File: src/include/chrm_params.svh
// Constants of the channel re-map register bank: command code, reset value, bus addresses.
// Assumes inclusion by bare name from the package and the design modules.
`ifndef CHRM_PARAMS_SVH
`define CHRM_PARAMS_SVH

// Command code that selects the map byte.
`define CHRM_CMD_MAP 8'h26
// Map value after power-on: identity mapping.
`define CHRM_MAP_RESET 8'hE4
// Value returned when another command code is read.
`define CHRM_RD_NONE 8'h00
// Bus target addresses of the two four-channel groups.
`define CHRM_ADDR_G0 7'h20
`define CHRM_ADDR_G1 7'h21
// Serial bit count that marks a complete byte.
`define CHRM_BYTE_BITS 4'h8

`endif

File: src/include/chrm_pkg.sv
// Types and decoding helpers shared by the re-map register bank and its bus engine.
// Assumes chrm_params.svh is on the include path.
`include "chrm_params.svh"

package chrm_pkg;

    typedef logic [7:0] chrm_byte_t;
    typedef logic [1:0] chrm_code_t;
    typedef logic [3:0] chrm_nib_t;
    typedef logic [7:0] chrm_oct_t;

    // Serial engine states, Gray coded along the write path.
    typedef enum logic [3:0] {
        ST_IDLE  = 4'h0,
        ST_ADDR  = 4'h1,
        ST_ACK_A = 4'h3,
        ST_CMD   = 4'h2,
        ST_ACK_C = 4'h6,
        ST_WDAT  = 4'h7,
        ST_ACK_W = 4'h5,
        ST_RDAT  = 4'h4,
        ST_RACK  = 4'hC
    } chrm_state_t;

    // Physical channel code of one logical channel.
    function automatic chrm_code_t chrm_code_of(input chrm_byte_t map, input int idx);
        chrm_code_t code;
        code = map[2*idx +: 2];
        return code;
    endfunction : chrm_code_of

    // True when the four codes are all different.
    function automatic logic chrm_distinct(input chrm_byte_t map);
        chrm_nib_t seen;
        seen = 4'h0;
        for (int i = 0; i < 4; i++) begin
            seen[chrm_code_of(map, i)] = 1'b1;
        end
        return &seen;
    endfunction : chrm_distinct

endpackage : chrm_pkg

File: src/include/chrm_reg_if.sv
// Register access path between the serial engine and one group's map bank.
// Assumes both ends run on the same clock.
`timescale 1ns/1ps

interface chrm_reg_if;
    logic wr_en;
    chrm_pkg::chrm_byte_t wr_data;
    chrm_pkg::chrm_byte_t map;

    modport engine (output wr_en, output wr_data, input map);
    modport bank (input wr_en, input wr_data, output map);
endinterface : chrm_reg_if

File: src/rtl/chrm_bank.sv
// Map byte of one four-channel group and the routing it steers.
// Assumes rst_n is the synchronised power-on reset and all inputs are on clk.
`timescale 1ns/1ps
`include "chrm_params.svh"

module chrm_bank (
    // Clock and power-on reset
    input wire logic clk,
    input wire logic rst_n,
    // Register access
    chrm_reg_if.bank regs,
    // Channel state and routed signals
    input wire chrm_pkg::chrm_nib_t chan_on,
    input wire chrm_pkg::chrm_nib_t gate_log,
    output chrm_pkg::chrm_nib_t gate_phys,
    input wire chrm_pkg::chrm_nib_t sense_phys,
    output chrm_pkg::chrm_nib_t sense_log
);
    import chrm_pkg::*;

    logic all_off;
    logic accept;

    assign all_off = ~|chan_on;
    assign accept = regs.wr_en && all_off && chrm_distinct(regs.wr_data);

    // ******************************************
    // Map register
    // ******************************************
    // Only power-on resets it to E4h; the pin reset never reaches this flop.
    always_ff @(posedge clk or negedge rst_n) begin
        if (!rst_n) begin
            regs.map <= `CHRM_MAP_RESET;
        end else if (accept) begin
            regs.map <= regs.wr_data;
        end
    end

    // ******************************************
    // Routing within the group
    // ******************************************
    // Indices stay inside this group, so no path crosses groups.
    genvar p;
    generate
        for (p = 0; p < 4; p++) begin : g_route
            always_ff @(posedge clk or negedge rst_n) begin
                if (!rst_n) begin
                    gate_phys[p] <= 1'b0;
                    sense_log[p] <= 1'b0;
                end else begin
                    gate_phys[p] <= |(gate_log & {chrm_code_of(regs.map, 3) == 2'(p),
                        chrm_code_of(regs.map, 2) == 2'(p), chrm_code_of(regs.map, 1) == 2'(p),
                        chrm_code_of(regs.map, 0) == 2'(p)});
                    sense_log[p] <= sense_phys[chrm_code_of(regs.map, p)];
                end
            end
        end
    endgenerate
endmodule : chrm_bank

File: src/rtl/chrm_top.sv
// Serial management target holding the channel re-map byte of both four-channel groups.
// Assumes scl and sda_in come from pins; chan_on, gate_log and sense_phys come from logic on clk.
`timescale 1ns/1ps
`include "chrm_params.svh"

// Operation
// Map byte is read/write under command 26h, one data byte per transfer; a host ACK after a read byte gets the byte sent again.
// Bits 7:6, 5:4, 3:2, 1:0 serve logical channels 4, 3, 2, 1.
// Code 00..11 picks physical channel 1..4.
// Each field steers the pin set used by its logical channel.
// Power-on value is E4h, the identity mapping.
// Re-mapping stays inside channels 1-4 or 5-8.
// Write lands only while every channel of the group is off.
// Rejected write leaves the map and routing unchanged.
// Write with duplicate codes is ignored entirely.
// Reset pin leaves the map alone; only power-on restores it.
// Host should run detection and classification before powering re-mapped channels.
// Each group has its own map byte behind its own bus address.
module chrm_top (
    // Clock and resets
    input wire logic clk,
    input wire logic arst_n,
    input wire logic reset_pin_n,
    // Serial management bus
    input wire logic scl,
    input wire logic sda_in,
    output logic sda_out,
    output logic sda_oe,
    // Channel state and routed signals
    input wire chrm_pkg::chrm_oct_t chan_on,
    input wire chrm_pkg::chrm_oct_t gate_log,
    output chrm_pkg::chrm_oct_t gate_phys,
    input wire chrm_pkg::chrm_oct_t sense_phys,
    output chrm_pkg::chrm_oct_t sense_log
);
    import chrm_pkg::*;

    logic rst_q1;
    logic rst_n;
    logic prst_q1;
    logic prst_n;
    logic scl_q1;
    logic scl_s;
    logic scl_d;
    logic sda_q1;
    logic sda_s;
    logic sda_d;
    logic scl_rise;
    logic scl_fall;
    logic start_det;
    logic stop_det;
    chrm_state_t state;
    logic [3:0] cnt;
    chrm_byte_t shreg;
    chrm_byte_t cmd;
    chrm_byte_t tx;
    chrm_byte_t rd_byte;
    logic grp;
    logic rw;
    logic wr_pulse;
    chrm_byte_t wr_byte;

    // ******************************************
    // Reset and pin synchronisers
    // ******************************************
    always_ff @(posedge clk or negedge arst_n) begin
        if (!arst_n) begin
            rst_q1 <= 1'b0;
            rst_n <= 1'b0;
        end else begin
            rst_q1 <= 1'b1;
            rst_n <= rst_q1;
        end
    end

    always_ff @(posedge clk or negedge rst_n) begin
        if (!rst_n) begin
            prst_q1 <= 1'b1;
            prst_n <= 1'b1;
            scl_q1 <= 1'b1;
            scl_s <= 1'b1;
            scl_d <= 1'b1;
            sda_q1 <= 1'b1;
            sda_s <= 1'b1;
            sda_d <= 1'b1;
        end else begin
            prst_q1 <= reset_pin_n;
            prst_n <= prst_q1;
            scl_q1 <= scl;
            scl_s <= scl_q1;
            scl_d <= scl_s;
            sda_q1 <= sda_in;
            sda_s <= sda_q1;
            sda_d <= sda_s;
        end
    end

    assign scl_rise = scl_s && !scl_d;
    assign scl_fall = !scl_s && scl_d;
    assign start_det = scl_s && scl_d && sda_d && !sda_s;
    assign stop_det = scl_s && scl_d && !sda_d && sda_s;
    // The line is only ever pulled low; release is done by dropping the enable.
    assign sda_out = 1'b0;

    // ******************************************
    // Serial engine
    // ******************************************
    // The pin reset returns the engine to idle but never touches the map banks.
    always_ff @(posedge clk or negedge rst_n) begin
        if (!rst_n) begin
            state <= ST_IDLE;
            cnt <= 4'h0;
            sda_oe <= 1'b0;
            cmd <= 8'h00;
            tx <= 8'h00;
            grp <= 1'b0;
            rw <= 1'b0;
        end else if (!prst_n || stop_det) begin
            state <= ST_IDLE;
            sda_oe <= 1'b0;
        end else if (start_det) begin
            state <= ST_ADDR;
            cnt <= 4'h0;
            sda_oe <= 1'b0;
        end else if (scl_rise) begin
            if (state == ST_ADDR || state == ST_CMD || state == ST_WDAT) begin
                cnt <= cnt + 4'h1;
            end else if (state == ST_RACK && sda_s) begin
                state <= ST_IDLE;
            end
        end else if (scl_fall) begin
            unique case (state)
                ST_IDLE: begin
                    sda_oe <= 1'b0;
                end
                ST_ADDR: begin
                    if (cnt == `CHRM_BYTE_BITS) begin
                        if (shreg[7:1] == `CHRM_ADDR_G0 || shreg[7:1] == `CHRM_ADDR_G1) begin
                            grp <= (shreg[7:1] == `CHRM_ADDR_G1);
                            rw <= shreg[0];
                            state <= ST_ACK_A;
                            sda_oe <= 1'b1;
                        end else begin
                            state <= ST_IDLE;
                        end
                    end
                end
                ST_ACK_A, ST_RACK: begin
                    if (rw) begin
                        state <= ST_RDAT;
                        sda_oe <= ~rd_byte[7];
                        tx <= {rd_byte[6:0], 1'b0};
                        cnt <= 4'h1;
                    end else begin
                        state <= ST_CMD;
                        sda_oe <= 1'b0;
                        cnt <= 4'h0;
                    end
                end
                ST_RDAT: begin
                    if (cnt == `CHRM_BYTE_BITS) begin
                        sda_oe <= 1'b0;
                        state <= ST_RACK;
                    end else begin
                        sda_oe <= ~tx[7];
                        tx <= {tx[6:0], 1'b0};
                        cnt <= cnt + 4'h1;
                    end
                end
                ST_CMD: begin
                    if (cnt == `CHRM_BYTE_BITS) begin
                        cmd <= shreg;
                        state <= ST_ACK_C;
                        sda_oe <= 1'b1;
                    end
                end
                ST_ACK_C: begin
                    sda_oe <= 1'b0;
                    cnt <= 4'h0;
                    state <= ST_WDAT;
                end
                ST_WDAT: begin
                    if (cnt == `CHRM_BYTE_BITS) begin
                        state <= ST_ACK_W;
                        sda_oe <= 1'b1;
                    end
                end
                ST_ACK_W: begin
                    // A second data byte in one transfer is refused with a NACK.
                    sda_oe <= 1'b0;
                    state <= ST_IDLE;
                end
                default: begin
                    state <= ST_IDLE;
                    sda_oe <= 1'b0;
                end
            endcase
        end
    end

    always_ff @(posedge clk or negedge rst_n) begin
        if (!rst_n) begin
            shreg <= 8'h00;
        end else if (scl_rise) begin
            shreg <= {shreg[6:0], sda_s};
        end
    end

    // ******************************************
    // Register access
    // ******************************************
    always_ff @(posedge clk or negedge rst_n) begin
        if (!rst_n) begin
            wr_pulse <= 1'b0;
            wr_byte <= 8'h00;
        end else begin
            wr_pulse <= prst_n && !stop_det && !start_det && scl_fall && state == ST_WDAT
                && cnt == `CHRM_BYTE_BITS && cmd == `CHRM_CMD_MAP;
            wr_byte <= shreg;
        end
    end

    chrm_reg_if reg_if[2] ();

    always_comb begin
        if (cmd != `CHRM_CMD_MAP) begin
            rd_byte = `CHRM_RD_NONE;
        end else if (grp) begin
            rd_byte = reg_if[1].map;
        end else begin
            rd_byte = reg_if[0].map;
        end
    end

    genvar g;
    generate
        for (g = 0; g < 2; g++) begin : g_group
            assign reg_if[g].wr_en = wr_pulse && (grp == 1'(g));
            assign reg_if[g].wr_data = wr_byte;
            chrm_bank u_bank (
                .clk(clk),
                .rst_n(rst_n),
                .regs(reg_if[g]),
                .chan_on(chan_on[4*g +: 4]),
                .gate_log(gate_log[4*g +: 4]),
                .gate_phys(gate_phys[4*g +: 4]),
                .sense_phys(sense_phys[4*g +: 4]),
                .sense_log(sense_log[4*g +: 4])
            );
        end
    endgenerate
endmodule : chrm_top

File: config.mk
export PLATFORM = sky130hd
export DESIGN_NAME = chrm_top
export DESIGN_NICKNAME = d
export VERILOG_FILES = /design/src/include/chrm_pkg.sv /design/src/include/chrm_reg_if.sv /design/src/rtl/chrm_bank.sv /design/src/rtl/chrm_top.sv
export VERILOG_INCLUDE_DIRS = /design/src /design/src/include
export SDC_FILE = /design/constraint.sdc
export NUM_CORES = 1
export LEC_CHECK = 0
export BUFFER_PORTS_ARGS = -buffer_cell sky130_fd_sc_hd__buf_2
export CAP_MARGIN = 20
export CORE_ASPECT_RATIO = 2
export CORE_MARGIN = 4
export CORE_UTILIZATION = 26
export DETAILED_ROUTE_END_ITERATION = 8
export GPL_TIMING_DRIVEN = 1
export PLACE_DENSITY = 0.39
export SKIP_CTS_REPAIR_TIMING = 1
export SYNTH_ARGS = -nofsm -noshare
export SYNTH_HDL_FRONTEND = slang
export SYNTH_SLANG_ARGS = --single-unit
File: constraint.sdc
create_clock -name clk -period 6.3 [get_ports clk]
set_input_delay 1.26 -clock clk [delete_from_list [all_inputs] [get_ports clk]]
set_output_delay 1.26 -clock clk [all_outputs]
set_load 0.005 [all_outputs]
* Word level (Yosys, flattened, before mapping)
Cells that the tools add are included.
** Word-level totals
- Register bits :: 86
- Bits of input ports :: 29
- Logic and storage cells :: 252
** Cells by class
- Add/sub/neg operators :: 1
- Magnitude comparators :: 16
- Equal/unequal tests :: 51
- Multiplexer cells :: 59
- Bitwise gates (word level) :: 17
- Reduce and logical (&&, ||, !) cells :: 70
** Operator list (number)
- $mux 4 :: 15
- $reduce_or 4->1 :: 10
- $lt 2x3->1 const B :: 12
- $and 4x4->4 :: 8
- $eq 2x2->1 const B :: 16
- $mux 8 :: 4
- $pmux 4 s7 :: 1
- $logic_and 1x1->1 :: 24
- $mux 1 :: 22
- $bmux 1 s2 :: 8
- $eq 2x1->1 const B :: 8
- $logic_not 2->1 :: 8
- $pmux 8 s2 :: 1
- $ne 5x4->1 const B :: 3
- $eq 7x6->1 const B :: 2
- $reduce_and 7->1 :: 2
- $eq 4x3->1 const B :: 3
- $ne 4x4->1 const B :: 3
- $or 4x4->4 :: 3
- $pmux 4 s3 :: 1
- $reduce_and 5->1 :: 2
- $logic_not 1->1 :: 9
- $demux 1 s2 :: 4
- $eq 4x2->1 const B :: 2
- 25 further kinds :: 43

* Depth between registers and ports, before layout
- Depth after elaboration :: 10
- Gate-level depth with buffers :: 7
- Depth with buffers taken out :: 7

* By module
A second synthesis with hierarchy kept.
** Second synthesis, totals
- Cells, all modules :: 359
- Area, all modules :: 4388.0 um2
** By module, submodules not included
- chrm_top :: instances 1, cells each 226, area each 2691.3 um2, seq. area each 1336.3 um2
- chrm_bank at g_group[1].u_bank :: instances 1, cells each 66, area each 849.6 um2, seq. area each 405.4 um2
- chrm_bank at g_group[0].u_bank :: instances 1, cells each 67, area each 847.1 um2, seq. area each 405.4 um2

* Worst setup path before layout
Ideal clock, no wire load.
- Path type :: input-to-reg
- From :: in chan_on[5]
- To :: reg g_group[1].u_bank.regs.map[0]
- Arrival time :: 2.159 ns
- Required time :: 6.175 ns
- Setup slack :: 4.016 ns
- Stages on the path :: 3
- Path buffers :: 0
- Path through :: nor4_1 -> nand4_2 -> mux2_2
** On the way
- Longest elaborated chain between the ends :: 4
** RTL lines
- from (decl) :: line chrm_top.sv:30 : input wire chrm_pkg::chrm_oct_t chan_on,
- $reduce_or 4->1 :: line chrm_bank.sv:24 : assign all_off = ~|chan_on;
- $logic_not 1->1 :: line chrm_bank.sv:24
- $logic_and 1x1->1 (2 in series) :: line chrm_bank.sv:25 : assign accept = regs.wr_en && all_off && chrm_distinct(regs.wr_data);
- to (signal assigned) :: line chrm_bank.sv:33 : regs.map <= `CHRM_MAP_RESET;
- to (signal assigned) :: line chrm_bank.sv:35 : regs.map <= regs.wr_data;
- to (decl) :: line chrm_reg_if.sv:11 : modport bank (input wr_en, input wr_data, output map);
No other way between the ends.
A chain may end at the register's enable or synchronous reset.

* Worst setup path in the final report
- From :: reg scl_d
- To :: reg cmd[3]
** On the way
- Elaborated cells between the ends (all ways) :: 13
- Classes of those cells :: bitwise: 3; reduce/logical: 10
** RTL lines
- from (decl) :: line chrm_top.sv:44 : logic scl_d;
- from (signal assigned) :: line chrm_top.sv:91 : scl_d <= scl_s;
- $logic_not 1->1 :: line chrm_top.sv:98 : assign scl_rise = scl_s && !scl_d;
- $logic_and 1x1->1 :: line chrm_top.sv:98
- net scl_rise :: line chrm_top.sv:48 : logic scl_rise;
- $not 1->1 (no line)
- $reduce_and 6->1 (no line)
- to (signal assigned) :: line chrm_top.sv:172 : cmd <= shreg;
- to (decl) :: line chrm_top.sv:55 : chrm_byte_t cmd;
The timed path passes the listed nets, and every way through them passes these cells.

==> flow_metrics.tcl <==
set metrics [dict create \
    tns_ns 0 \
    io_buffers 45 \
    vdd_drop_max_uv 143.1 \
    fmax_ghz 0.4037 \
    drive_above_1_share_pct 36.32 \
    ys_seq_area_share_pct 51.62 \
    antenna_found_initial 0 \
    syn-num-nets 373 \
    end_kind "flop" \
    ant_nets 0 \
    setup_viol 0 \
    start_util_pct 26.36 \
    r2r-start "scl_d" \
    hold_viol_final 0 \
    drt-total-wl_mm 10.74 \
    skew_ns 0.007066 \
    worstSetupStartpoint "scl_d" \
    maxSlewViolCount 0 \
    drc_errors 0 \
    grt_pass1_wl_mm 17.50 \
    synthArstFlopShare_pct 100.0 \
    synth_edf_count 0 \
    critPathKind "flop to flop" \
    cts_made_buffers 9 \
    viasPerCell 4.966 \
    layout.nets 420 \
    num_io_pins 47 \
    worstPathArrival_ns 2.70 \
    cts.sinks 85 \
    placedCellCount 576 \
    grt_pass1_vias 3190 \
    worst_setup_path_start_kind "flop" \
    root_buffer "clkbuf_16" \
    p_per_area_nw_per_um2 292.4 \
    netlist_area_um2 4159 \
    cp_slowest_cell "dfstp_2" \
    final_cells 592 \
    wire_per_inst_um 18.15 \
    rsz0062_at_grt "false" \
    relSlewSlack_pct 48.10 \
    place_hpwl_mm 8.126 \
    cts_tree "done" \
    clkTransAtPathRegs_ns 0.07 \
    drt-initial-drc-count 102 \
    h-tree-depth 3 \
    status "finished, final reports clean" \
    r2r-end "cmd[3]" \
    clk_path_buf_depth 2 \
    die_w_um 97.43 \
    die-area_um2 18210 \
    syn2layout_area_growth_pct 18.92 \
    worst_pin_slew_ns 0.7677 \
    core_um2 15780 \
    top_layer "met4" \
    num_rows 65 \
    first_pass_iters 4 \
    place.gp.congestion 0.7844 \
    r2r_cells 6 \
    p_leak_nw 2.093 \
    synthCells 339 \
    hold_path_class "flop to async pin" \
    insertion_delay_ns 0.34 \
    synthesis.yosys.warnings 0 \
    die_height_um 186.9 \
    required_ns 6.53 \
    fin_crit_sh_pct 39.32 \
    wl_met1_mm 3.644 \
    yosys_register_bits 85 \
    power_w 0.001446 \
    track_usage_pct 12.41 \
    reg2reg_slack_ns 3.82 \
    synth_top_flop_cell "dfrtp_1" \
    met2_length_mm 6.300 \
    slowest_delay_ns 0.54 \
    wl_met3_um 381 \
    min_period_ns 2.477 \
    yosysUniqueCellTypes 62 \
    antennaDiodeCount 0 \
    path_cells "inv_1 -> ha_1 -> buf_4 -> or3_4 -> nor4_4 -> mux2_2" \
    vias 2940 \
    drv_cap 0 \
    grt_overflow 0 \
    worstPathMaxFanout 22 \
    avgSynthCellArea_um2 12.27 \
    grt_max_degree 61 \
]
[per-layer routing]
| metal | vias to the layer above | global-route usage (%) |
|---|---|---|
| met3 | 28 | 2.352 |
| met5 | - | 0 |
| met1 | 1466 | 12.12 |
| met2 | 77 | 23.72 |
| li1 | 1369 | - |
| met4 | 0 | 7.040 |
[sequential cells by signal, indices dropped and copies added (netlist names), 4 cells and up]
signal                    cells
cmd                           8
g_group.u_bank.gate_phys      8
state                         4
shreg                         8
g_group.u_bank.sense_log      8
tx                            7
cnt                           4
reg_if.wr_data                8
g_group.u_bank.regs.map      16
[layout by cell type, fill, tap and decap left out, types with 3 or more instances in the layout]
cell / instances
nand3b_1: 7
mux4_2: 8
bufinv_16: 3
ha_1: 5
dfstp_2: 16
clkbuf_16: 9
mux2i_1: 13
nor2b_1: 3
mux2_2: 42
inv_1: 14
buf_2: 45
inv_6: 3
a222oi_1: 3
nor3_1: 3
o22ai_1: 5
o211ai_1: 3
nand2b_1: 6
nand2_1: 20
nor4_1: 5
a31oi_1: 4
nand3_1: 7
a21oi_1: 11
o221ai_1: 5
o21ai_0: 13
dfrtp_1: 68
nor2_1: 13
nor3b_1: 7
nand4_1: 3
[cells by family (layout without fill, tap and decap cells)]
kind of cell,Yosys count,in the layout,synth area share (%)
compound gates,64,64,10.56
xor+xnor,2,2,0.4213
fa+ha+maj,5,5,1.504
buf+inv,25,77,2.737
flops,85,85,51.62
mux,63,63,18.83
other cells,2,2,0.1806
simple gates,93,93,14.14
[worst max path at each step]
stage / to / slack, ns / depth (start not counted)
after floorplan: cmd[0] / 3.79 / 0
after global placement: g_group[0].u_bank.regs.map[4] / 3.69 / 4
after detailed placement: g_group[0].u_bank.regs.map[4] / 3.66 / 4
after CTS: cmd[3] / 3.80 / 6
after global routing: tx[3] / 3.69 / 4
final: cmd[3] / 3.82 / 6
[worst max-delay path, delay by kind of cell (launching register included)]
family                     cells  cell delay, ns
adders and majority gates      1            0.17
buffers and inverters          2            0.26
DFF                            1            0.54
muxes                          1            0.41
and+or+nand+nor                2            0.96
[metrics by stage]
| step | setup WS (ns) | utilization [%] | instance area [um2] | hold slack, ns |
|---|---|---|---|---|
| global route | 3.692 | 31.35 | 4946 | 0.2805 |
| finish | 3.823 | 31.35 | 4946 | 0.2353 |
| CTS | 3.801 | 31.35 | 4946 | 0.2624 |
| global placement | 3.689 | 29.11 | 4593 | 0.2467 |
| floorplan | 3.785 | - | 4159 | 0.3312 |
| detailed placement | 3.664 | 29.11 | 4593 | 0.2505 |
[synth_stat cells, types with 3 or more instances]
master     n  area [um2]
nand2b_1   6       37.54
dfrtp_1   69        1727
nor3_1     3       15.01
mux2i_1   13       130.1
a31oi_1    4       25.02
a21oi_1   11       55.05
inv_1     14       52.55
o21ai_0   13       65.06
nor2_1    13       48.80
nand4_1    3       18.77
dfstp_2   16       420.4
a222oi_1   3       30.03
o221ai_1   5       43.79
nand3b_1   7       52.55
nor4_1     5       31.28
mux2_2    42       473.0
nand2_1   20       75.07
nor3b_1    7       52.55
nor2b_1    3       18.77
mux4_2     8       180.2
o22ai_1    5       31.28
o211ai_1   3       22.52
clkbuf_1   4       15.01
nand3_1    7       35.03
ha_1       5       62.56
[area by class of cell]
type,count,area (um2)
fill,1628,10830
sequential,85,2151
multi-input combinational,229,1898
tap,201,251.5
timing repair buffer,47,240.2
clock buffer,9,225.2
clock inverter,7,127.6
inverter,14,52.55
[power by group]
part | switching [W] | total, W | internal [W] | leakage [nW]
combinational | 0.0000701 | 0.000139 | 0.0000688 | 0.865
sequential | 0.0000802 | 0.000678 | 0.000598 | 1.06
clock | 0.000235 | 0.000629 | 0.000395 | 0.173
No activity file was read; power rests on OpenSTA's default activity.
